===== src/hw/mrm_pkg.sv =====
/*
  Shared constants, types and helper functions for the multi-register
  move and peripheral byte move sequencer.
  Assumes a 32-bit address space and a 16-entry register file in which
  indices 0-7 are data_reg_n and 8-15 are addr_reg_n.
*/
package mrm_pkg;

  // ------------------------------------------------------------------
  // Opcode fields
  // ------------------------------------------------------------------
  localparam logic [3:0] MRM_OP_MRM_TOP = 4'h4;
  localparam logic [2:0] MRM_OP_MRM_MID = 3'h1;
  localparam logic [3:0] MRM_OP_PBM_TOP = 4'h0;
  localparam logic [2:0] MRM_OP_PBM_MODE = 3'h1;

  // Effective address mode and register codes.
  localparam logic [2:0] MRM_EA_IND = 3'h2;
  localparam logic [2:0] MRM_EA_POSTINC = 3'h3;
  localparam logic [2:0] MRM_EA_PREDEC = 3'h4;
  localparam logic [2:0] MRM_EA_DISP = 3'h5;
  localparam logic [2:0] MRM_EA_INDEX = 3'h6;
  localparam logic [2:0] MRM_EA_EXT = 3'h7;
  localparam logic [2:0] MRM_EXT_ABS_W = 3'h0;
  localparam logic [2:0] MRM_EXT_ABS_L = 3'h1;
  localparam logic [2:0] MRM_EXT_PC_IDX = 3'h3;

  // ------------------------------------------------------------------
  // Bus sizes, lengths and counts
  // ------------------------------------------------------------------
  localparam logic [1:0] MRM_SZ_BYTE = 2'h0;
  localparam logic [1:0] MRM_SZ_WORD = 2'h1;
  localparam logic [1:0] MRM_SZ_LONG = 2'h2;
  localparam logic [31:0] MRM_LEN_WORD = 32'h0000_0002;
  localparam logic [31:0] MRM_LEN_LONG = 32'h0000_0004;
  localparam logic [31:0] MRM_PBM_STEP = 32'h0000_0002;
  localparam logic [2:0] MRM_PBM_CNT_W = 3'h2;
  localparam logic [2:0] MRM_PBM_CNT_L = 3'h4;

  typedef enum logic [1:0] {
    MRM_IDLE,
    MRM_LOAD,
    MRM_MEM,
    MRM_AREG
  } mrm_state_t;

  // Sign-extends a 16-bit word to a long word.
  function automatic logic [31:0] sext16(input logic [15:0] w);
    sext16 = {{16{w[15]}}, w};
  endfunction

  // Operand length in bytes for the size bit.
  function automatic logic [31:0] op_len(input logic long_sz);
    op_len = long_sz ? MRM_LEN_LONG : MRM_LEN_WORD;
  endfunction

endpackage


===== src/hw/mrm_decode.sv =====
/*
  Opcode decoder for the two move instructions.
  Purely combinational; the caller presents the first opcode word.
*/
`timescale 1ns/1ps
`default_nettype none
module mrm_decode (
  input wire logic [15:0] op_word,
  output logic is_mrm,
  output logic is_pbm,
  output logic legal,
  output logic to_reg,
  output logic long_sz,
  output logic predec,
  output logic postinc
);
  logic [2:0] mode;
  logic [2:0] rg;
  logic st_ok;
  logic ld_ok;

  // Field extraction and instruction recognition.
  assign mode = op_word[5:3];
  assign rg = op_word[2:0];
  assign is_mrm = op_word[15:12] == mrm_pkg::MRM_OP_MRM_TOP
                  && op_word[11]
                  && op_word[9:7] == mrm_pkg::MRM_OP_MRM_MID;
  assign is_pbm = op_word[15:12] == mrm_pkg::MRM_OP_PBM_TOP
                  && op_word[8]
                  && op_word[5:3] == mrm_pkg::MRM_OP_PBM_MODE;

  // Accepted modes for stores and for loads.
  always_comb begin
    st_ok = 1'b0;
    ld_ok = 1'b0;
    case (mode)
      mrm_pkg::MRM_EA_IND, mrm_pkg::MRM_EA_DISP,
      mrm_pkg::MRM_EA_INDEX: begin
        st_ok = 1'b1;
        ld_ok = 1'b1;
      end
      mrm_pkg::MRM_EA_PREDEC: st_ok = 1'b1;
      mrm_pkg::MRM_EA_POSTINC: ld_ok = 1'b1;
      mrm_pkg::MRM_EA_EXT: begin
        st_ok = rg <= mrm_pkg::MRM_EXT_ABS_L;
        ld_ok = rg <= mrm_pkg::MRM_EXT_PC_IDX;
      end
      default: begin
        st_ok = 1'b0;
        ld_ok = 1'b0;
      end
    endcase
  end

  // Direction and size for both instructions; sequence selection for the multi-register move only.
  assign to_reg = is_mrm ? op_word[10] : ~op_word[7];
  assign long_sz = op_word[6];
  assign predec = is_mrm && mode == mrm_pkg::MRM_EA_PREDEC;
  assign postinc = is_mrm && mode == mrm_pkg::MRM_EA_POSTINC;
  assign legal = is_pbm || (is_mrm && (to_reg ? ld_ok : st_ok));
endmodule
`default_nettype wire


===== src/hw/mrm_pick.sv =====
/*
  Finds the lowest set bit of the remaining register selection mask.
  Combinational; the caller maps the bit to a register index.
*/
`timescale 1ns/1ps
`default_nettype none
module mrm_pick (
  input wire logic [15:0] mask,
  output logic any,
  output logic [3:0] idx
);
  // Scans from the top so the lowest set bit wins.
  always_comb begin
    any = |mask;
    idx = 4'h0;
    for (int i = 15; i >= 0; i--) begin
      if (mask[i]) begin
        idx = 4'(i);
      end
    end
  end
endmodule
`default_nettype wire


===== src/hw/mrm_seq.sv =====
/*
  Sequencer for the multi-register move and the peripheral byte move.
  Assumes an address unit that supplies ea_addr with start: the computed
  address for control modes, the addressing register's value for the
  predecrement, postincrement and peripheral forms. The register file
  reads combinationally; memory answers each request with mem_ready.
*/
`timescale 1ns/1ps
`default_nettype none
module mrm_seq (
  input wire logic mclk,
  input wire logic reset_n,
  input wire logic start,
  input wire logic [15:0] op_word,
  input wire logic [15:0] ext_word,
  input wire logic [31:0] ea_addr,
  input wire logic legacy_store,
  output logic [3:0] rf_raddr,
  input wire logic [31:0] rf_rdata,
  output logic rf_we,
  output logic [3:0] rf_waddr,
  output logic [31:0] rf_wdata,
  output logic mem_req,
  output logic mem_we,
  output logic [1:0] mem_size,
  output logic [31:0] mem_addr,
  output logic [31:0] mem_wdata,
  input wire logic mem_ready,
  input wire logic [31:0] mem_rdata,
  output logic busy,
  output logic done,
  output logic illegal
);

  // ------------------------------------------------------------------
  // Decode and mask scan
  // ------------------------------------------------------------------
  logic dec_mrm, dec_pbm, dec_legal, dec_rd, dec_long, dec_pre, dec_post;
  logic pick_any, is_areg, take;
  logic [3:0] pick_idx, cur_d;
  logic [31:0] len, st_val;

  mrm_pkg::mrm_state_t st_q;
  logic mrm_q, rd_q, long_q, pre_q, post_q, legacy_q, skip_q;
  logic [2:0] areg_q, dreg_q, cnt_q;
  logic [3:0] cur_q, rf_waddr_q;
  logic [15:0] rem_q, hi_q;
  logic [31:0] addr_q, base_q, sh_q, wdata_q, rf_wdata_q;
  logic [1:0] size_q;
  logic rf_we_q, done_q, illegal_q;
  mrm_decode u_dec (
    .op_word(op_word),
    .is_mrm(dec_mrm),
    .is_pbm(dec_pbm),
    .legal(dec_legal),
    .to_reg(dec_rd),
    .long_sz(dec_long),
    .predec(dec_pre),
    .postinc(dec_post)
  );
  mrm_pick u_pick (
    .mask(rem_q),
    .any(pick_any),
    .idx(pick_idx)
  );
  // Maps a mask bit to a register, flags the addressing one, picks data.
  assign cur_d = pre_q ? 4'hf - pick_idx : pick_idx;
  assign is_areg = cur_d == {1'b1, areg_q};
  assign len = mrm_pkg::op_len(long_q);
  assign take = st_q == mrm_pkg::MRM_IDLE && start;
  assign st_val = (pre_q && is_areg) ? (legacy_q ? base_q : base_q - len)
                                     : rf_rdata;

  // ------------------------------------------------------------------
  // Control sequence
  // ------------------------------------------------------------------
  // Steps through the selected registers or peripheral bytes.
  always_ff @(posedge mclk or negedge reset_n) begin
    if (!reset_n) begin
      st_q <= mrm_pkg::MRM_IDLE;
    end else begin
      case (st_q)
        mrm_pkg::MRM_IDLE: begin
          if (take && dec_legal) begin
            st_q <= mrm_pkg::MRM_LOAD;
          end
        end
        mrm_pkg::MRM_LOAD: begin
          if (mrm_q ? pick_any : cnt_q != 3'h0) begin
            st_q <= mrm_pkg::MRM_MEM;
          end else if (mrm_q && (pre_q || post_q)) begin
            st_q <= mrm_pkg::MRM_AREG;
          end else begin
            st_q <= mrm_pkg::MRM_IDLE;
          end
        end
        mrm_pkg::MRM_MEM: begin
          if (mem_ready) begin
            st_q <= mrm_pkg::MRM_LOAD;
          end
        end
        mrm_pkg::MRM_AREG: st_q <= mrm_pkg::MRM_IDLE;
        default: st_q <= mrm_pkg::MRM_IDLE;
      endcase
    end
  end
  // Captures the decoded instruction when a legal one is taken.
  always_ff @(posedge mclk or negedge reset_n) begin
    if (!reset_n) begin
      mrm_q <= 1'b0;
      rd_q <= 1'b0;
      long_q <= 1'b0;
      pre_q <= 1'b0;
      post_q <= 1'b0;
      legacy_q <= 1'b0;
      areg_q <= 3'h0;
      dreg_q <= 3'h0;
      base_q <= 32'h0;
    end else if (take && dec_legal) begin
      mrm_q <= dec_mrm;
      rd_q <= dec_rd;
      long_q <= dec_long;
      pre_q <= dec_pre;
      post_q <= dec_post;
      legacy_q <= legacy_store;
      areg_q <= op_word[2:0];
      dreg_q <= op_word[11:9];
      base_q <= ea_addr;
    end
  end
  // Keeps the remaining mask and the byte count.
  always_ff @(posedge mclk or negedge reset_n) begin
    if (!reset_n) begin
      rem_q <= 16'h0;
      cnt_q <= 3'h0;
      cur_q <= 4'h0;
      skip_q <= 1'b0;
    end else if (take && dec_legal) begin
      rem_q <= dec_mrm ? ext_word : 16'h0;
      cnt_q <= dec_long ? mrm_pkg::MRM_PBM_CNT_L
                        : mrm_pkg::MRM_PBM_CNT_W;
    end else if (st_q == mrm_pkg::MRM_LOAD && mrm_q && pick_any) begin
      rem_q[pick_idx] <= 1'b0;
      cur_q <= cur_d;
      skip_q <= post_q && is_areg;
    end else if (st_q == mrm_pkg::MRM_MEM && mem_ready && !mrm_q) begin
      cnt_q <= cnt_q - 3'h1;
    end
  end

  // ------------------------------------------------------------------
  // Addressing
  // ------------------------------------------------------------------
  // Forms the first address and steps it after each transfer, or before each one for predecrement.
  always_ff @(posedge mclk or negedge reset_n) begin
    if (!reset_n) begin
      addr_q <= 32'h0;
    end else if (take && dec_legal) begin
      addr_q <= dec_mrm ? ea_addr
                        : ea_addr + mrm_pkg::sext16(ext_word);
    end else if (st_q == mrm_pkg::MRM_LOAD && mrm_q && pick_any
                 && pre_q) begin
      addr_q <= addr_q - len;
    end else if (st_q == mrm_pkg::MRM_MEM && mem_ready) begin
      if (!mrm_q) begin
        addr_q <= addr_q + mrm_pkg::MRM_PBM_STEP;
      end else if (!pre_q) begin
        addr_q <= addr_q + len;
      end
    end
  end

  // ------------------------------------------------------------------
  // Data paths
  // ------------------------------------------------------------------
  // Peripheral byte shifter, most significant byte at the top.
  always_ff @(posedge mclk or negedge reset_n) begin
    if (!reset_n) begin
      sh_q <= 32'h0;
      hi_q <= 16'h0;
    end else if (take && dec_legal) begin
      sh_q <= dec_long ? rf_rdata : {rf_rdata[15:0], 16'h0};
      hi_q <= rf_rdata[31:16];
    end else if (st_q == mrm_pkg::MRM_MEM && mem_ready && !mrm_q) begin
      sh_q <= {sh_q[23:0], rd_q ? mem_rdata[7:0] : 8'h0};
    end
  end

  // Store data and access size for the next memory request.
  always_ff @(posedge mclk or negedge reset_n) begin
    if (!reset_n) begin
      wdata_q <= 32'h0;
      size_q <= mrm_pkg::MRM_SZ_BYTE;
    end else if (st_q == mrm_pkg::MRM_LOAD && !mrm_q) begin
      wdata_q <= {24'h0, sh_q[31:24]};
      size_q <= mrm_pkg::MRM_SZ_BYTE;
    end else if (st_q == mrm_pkg::MRM_LOAD && pick_any) begin
      size_q <= long_q ? mrm_pkg::MRM_SZ_LONG
                       : mrm_pkg::MRM_SZ_WORD;
      wdata_q <= long_q ? st_val : {16'h0, st_val[15:0]};
    end
  end

  // Register file writes: loads, peripheral result, address update.
  always_ff @(posedge mclk or negedge reset_n) begin
    if (!reset_n) begin
      rf_we_q <= 1'b0;
      rf_waddr_q <= 4'h0;
      rf_wdata_q <= 32'h0;
    end else begin
      rf_we_q <= 1'b0;
      if (st_q == mrm_pkg::MRM_MEM && mem_ready && mrm_q && rd_q
          && !skip_q) begin
        rf_we_q <= 1'b1;
        rf_waddr_q <= cur_q;
        rf_wdata_q <= long_q ? mem_rdata
                             : mrm_pkg::sext16(mem_rdata[15:0]);
      end else if (st_q == mrm_pkg::MRM_LOAD && !mrm_q && rd_q
                   && cnt_q == 3'h0) begin
        rf_we_q <= 1'b1;
        rf_waddr_q <= {1'b0, dreg_q};
        rf_wdata_q <= long_q ? sh_q : {hi_q, sh_q[15:0]};
      end else if (st_q == mrm_pkg::MRM_AREG) begin
        rf_we_q <= 1'b1;
        rf_waddr_q <= {1'b1, areg_q};
        rf_wdata_q <= addr_q;
      end
    end
  end

  // Completion and rejection pulses; no flag register is touched.
  always_ff @(posedge mclk or negedge reset_n) begin
    if (!reset_n) begin
      done_q <= 1'b0;
      illegal_q <= 1'b0;
    end else begin
      illegal_q <= take && !dec_legal;
      done_q <= st_q == mrm_pkg::MRM_AREG
                || (st_q == mrm_pkg::MRM_LOAD && !(pre_q || post_q)
                    && (mrm_q ? !pick_any : cnt_q == 3'h0));
    end
  end

  // ------------------------------------------------------------------
  // Outputs
  // ------------------------------------------------------------------
  assign rf_raddr = st_q == mrm_pkg::MRM_IDLE ? {1'b0, op_word[11:9]}
                                              : cur_d;
  assign rf_we = rf_we_q;
  assign rf_waddr = rf_waddr_q;
  assign rf_wdata = rf_wdata_q;
  assign mem_req = st_q == mrm_pkg::MRM_MEM;
  assign mem_we = !rd_q;
  assign mem_size = size_q;
  assign mem_addr = addr_q;
  assign mem_wdata = wdata_q;
  assign busy = st_q != mrm_pkg::MRM_IDLE;
  assign done = done_q;
  assign illegal = illegal_q;
endmodule
`default_nettype wire


===== config.mk =====
export PLATFORM = sky130hd
export DESIGN_NAME = mrm_seq
export DESIGN_NICKNAME = d
export VERILOG_FILES = /design/src/hw/mrm_pkg.sv /design/src/hw/mrm_decode.sv /design/src/hw/mrm_pick.sv /design/src/hw/mrm_seq.sv
export SDC_FILE = /design/constraint.sdc
export NUM_CORES = 1
export LEC_CHECK = 0
export BUFFER_PORTS_ARGS = -buffer_cell sky130_fd_sc_hd__buf_2
export CORE_ASPECT_RATIO = 1.5
export CORE_MARGIN = 3
export CORE_UTILIZATION = 55
export CTS_CLUSTER_SIZE = 28
export DETAILED_ROUTE_END_ITERATION = 10
export HOLD_SLACK_MARGIN = 0.1
export PLACE_DENSITY = 0.77
export SETUP_SLACK_MARGIN = 0.15
export SLEW_MARGIN = 5
export SYNTH_ARGS = -nofsm -noshare
export SYNTH_HDL_FRONTEND = slang
export SYNTH_SLANG_ARGS = --single-unit

===== constraint.sdc =====
create_clock -name mclk -period 5 [get_ports mclk]
set_input_delay 1 -clock mclk [delete_from_list [all_inputs] [get_ports mclk]]
set_output_delay 1 -clock mclk [all_outputs]
set_load 0.01 [all_outputs]

==> impl_results.md <==
* Area of the multi-input gates at 8650 sq um
* RSZ-0062 raised after global routing: false
* Status: completed
* Synth async-reset ratio at 1.000
* Die width at 139.6 um
* Comb pwr share at 0.340
* CTS buffer count at 22
* Period Utilization, post-route at 0.8930
* Cell-internal power at 4.103 mW
* Switching pwr at 2.549 mW
* RD Place Congestion at 0.9327
* Area of the mapped netlist at 14720 sq um
* Max-slew violations at 0
* Yosys cell types at 85
* Startpoint Class: register
* ANT nets after route at 0
* First-pass GRT wire length at 74.82 mm
* Final setup margin at 0.5349 ns
* Crit path required time at 5.45 ns
* Synth top area share at 0.3792
* Total GRT Usage at 0.3234
* F_max at 224.0 MHz
* Pre-CTS setup slack at 0.2256 ns
* Slew @ Worst Pin at 1.136 ns
* Synthesized Nets at 2021
* CTS clk-pin slew, worst paths at 0.07 ns
* Post-Syn Instances at 1820
* Final Skew at 0.01047 ns
* Die Y at 206.4 um
* Clock share of power at 0.258
* EDFF count, synth at 0
* Pleak at 8.015 nW
* Final hold vios at 0
* DRT Wirelength at 47.97 mm
* Sw frac at 0.3832
* Largest net degree at the start of global routing at 119
* Worst Path Arrival at 4.91 ns
* Synth Register Bits at 223
* Final hold slack at 0.4746 ns
* Sequential area share after synthesis at 0.3792
* Clock period minus worst slack at 4.465 ns
* Max transition margin at 0.2406
* Register Area at 5580 sq um
* Initial DRC Count at 1184
* Synth area leader: dfrtp_1
* Max clock buf depth at 3
* # diodes at 0
* Cell Rows at 72
* Area of the die at 28800 sq um
* Mapped Avg Cell Area at 8.087 sq um
* H-tree Lvls at 1
* Crit. End Element: register
* Share of cells above drive strength 1 at 0.1787
* Vias in the first global route at 13970
* Synth Flop Type: dfrtp_1
* # hold bufs at CTS at 0
* I/O pins at 245
* Grt ovf at 0
* Area growth from synthesis to layout at 15.45%
* Seq pwr share at 0.402
* CP Class: register to register
* Fill cells at 2317
* CTS Sinks at 223
* Via density at 6.051
* Hold WC Path Type: register to register
* Top cells by area, synth: dfrtp_1 (38%), nand2_1 (11%), o21ai_0 (6.5%), ha_1 (5.5%), a21oi_1 (4.3%)
* Final setup vio count at 0
* DR pass1 iterations at 6
* Clk root buf: clkbuf_16
* Number of max-cap violations at 0
* Latest clock arrival within the worst-skew pair at 0.53 ns
* CTS tree: yes
* VDD IR-drop max at 0.0003086 V
* # nets final at 2222
* Avg WL per Cell at 20.24 um
* Initial antenna violation count at 0
* Synth Warn # at 0
* Crit-path max FO at 19
* Initial Utilization at 0.5653
* Setup TNS at 0 ns
* Via count at 14340
* DRC Markers at 0
* Buffers added on ports at 244
* Dpl hpwl at 36.10 mm
* CORE AREA at 26040 sq um
* PwrDens at 391.5 nW/um^2
==> power by group through the flow <==
stage | registers, mW | logic [mW] | clock network (mW)
after floorplan | 2.64 | 1.29 | 0
after detailed placement | 2.69 | 2.24 | 0
final | 2.68 | 2.26 | 1.71
after global placement | 2.68 | 2.20 | 0
after global routing | 2.71 | 2.51 | 1.80
after CTS | 2.65 | 2.25 | 1.73
==> cells by family after synthesis <==
| family | share of synthesized area |
|---|---|
| AND/OR/NAND/NOR | 0.2212 |
| AO/OA/AOI/OAI | 0.2158 |
| flip-flops | 0.3792 |
| buffers and inverters | 0.03681 |
| XOR/XNOR | 0.05475 |
| adder cells (fa/ha/maj) | 0.05934 |
| multiplexers | 0.03298 |
==> layout make-up <==
cell class | count | share of cell area
clock buffers | 29 | 0.03814
clock inverters | 11 | 0.005302
inverters | 36 | 0.008173
multi-input cells | 1464 | 0.5090
flip-flops and latches | 223 | 0.3284
well taps | 333 | 0.02452
repair buffers | 274 | 0.08644
==> routing by layer <==
metal	up-vias	part of all wire	wire length (um)	global-route usage
met2	624	0.49	23290	0.5569
li1	6797	-	-	-
met5	-	0	0	0
met3	129	0.065	3107	0.03426
met1	6792	0.39	18930	0.4050
met4	0	0.055	2646	0.1631
==> repair_timing <==
item,4_1_cts,5_1_grt
setup buffers,0,8
setup endpoints to repair,0,6
resized for setup,0,6
==> cell usage in the layout, fill, tap and decap left out, drive strengths merged, types with 35 or more instances in the layout <==
cell / instances
a211oi: 43
a21oi: 128
a31oi: 39
buf: 274
dfrtp: 223
ha: 65
inv: 35
mux2i: 44
nand2: 442
nor2: 108
o21ai: 204
xnor2: 57
==> through the flow <==
step	total power [mW]	cell area, sq um	utilization	instances
global route	7.021	16990	0.6527	2370
CTS	6.638	16910	0.6493	2362
finish	6.652	16990	0.6527	2370
floorplan	3.930	14720	-	1820
detailed placement	4.925	16170	0.6210	2322
global placement	4.873	16170	0.6210	2322
==> critical path: stages, from the launching register on <==
cell and delay, ns:
dfrtp_1 0.43, nor4_4 0.40, nand4_1 0.14, buf_4 0.19, o21ai_2 0.15, nor2_1 0.08, nand2_2 0.17, clkinvlp_4 0.18
buf_4 0.25, ha_1 0.39, a21o_1 0.18, a21o_1 0.17, a21o_1 0.20, nand4b_1 0.23, nand4_1 0.18, a21oi_2 0.11
a21o_1 0.20, a211oi_1 0.23, mux2_2 0.37, a31oi_1 0.13
==> sequential cells by signal, indices dropped and copies added, names as in the netlist, 2 cells and up <==
signal	cells
cur_q	4
sh_q	32
rem_q	16
mem_addr	32
rf_wdata	32
mem_size	2
hi_q	16
st_q	2
mem_wdata	32
dreg_q	3
areg_q	3
base_q	32
rf_waddr	4
cnt_q	3
==> worst paths after layout <==
path | startpoint | to | slack [ns] | depth (start not counted)
worst min-delay path | rf_waddr[2] | rf_waddr[2] | 0.47 | 2
worst max-delay path | rem_q[1] | mem_addr[31] | 0.53 | 19
max in group asynchronous | reset_n | base_q[27] | 3.31 | 2
worst max register to register | rem_q[1] | mem_addr[31] | 0.53 | 19
worst min register to register | rf_waddr[2] | rf_waddr[2] | 0.47 | 2
min in group asynchronous | reset_n | rem_q[2] | 0.51 | 1
==> Yosys cell counts (6+ instances only) <==
cell type,instances
xnor2_1,57
and2_1,9
nor2_1,107
buf_1,9
or2_2,6
nor2b_1,29
ha_1,65
xor2_1,28
and3_1,12
or3_1,8
o21ai_0,191
inv_1,34
clkbuf_1,70
nand4_1,6
a31oi_1,39
a21oi_1,127
o21ai_1,11
buf_2,13
nand2b_1,15
o21a_1,9
mux2i_1,44
nor3_1,24
nor4_1,8
o21bai_1,7
a22oi_1,15
dfrtp_1,223
a21o_1,32
o211ai_1,7
nand2_1,442
a211oi_1,41
nand3_1,34
Power figures use the tool's default switching activity.
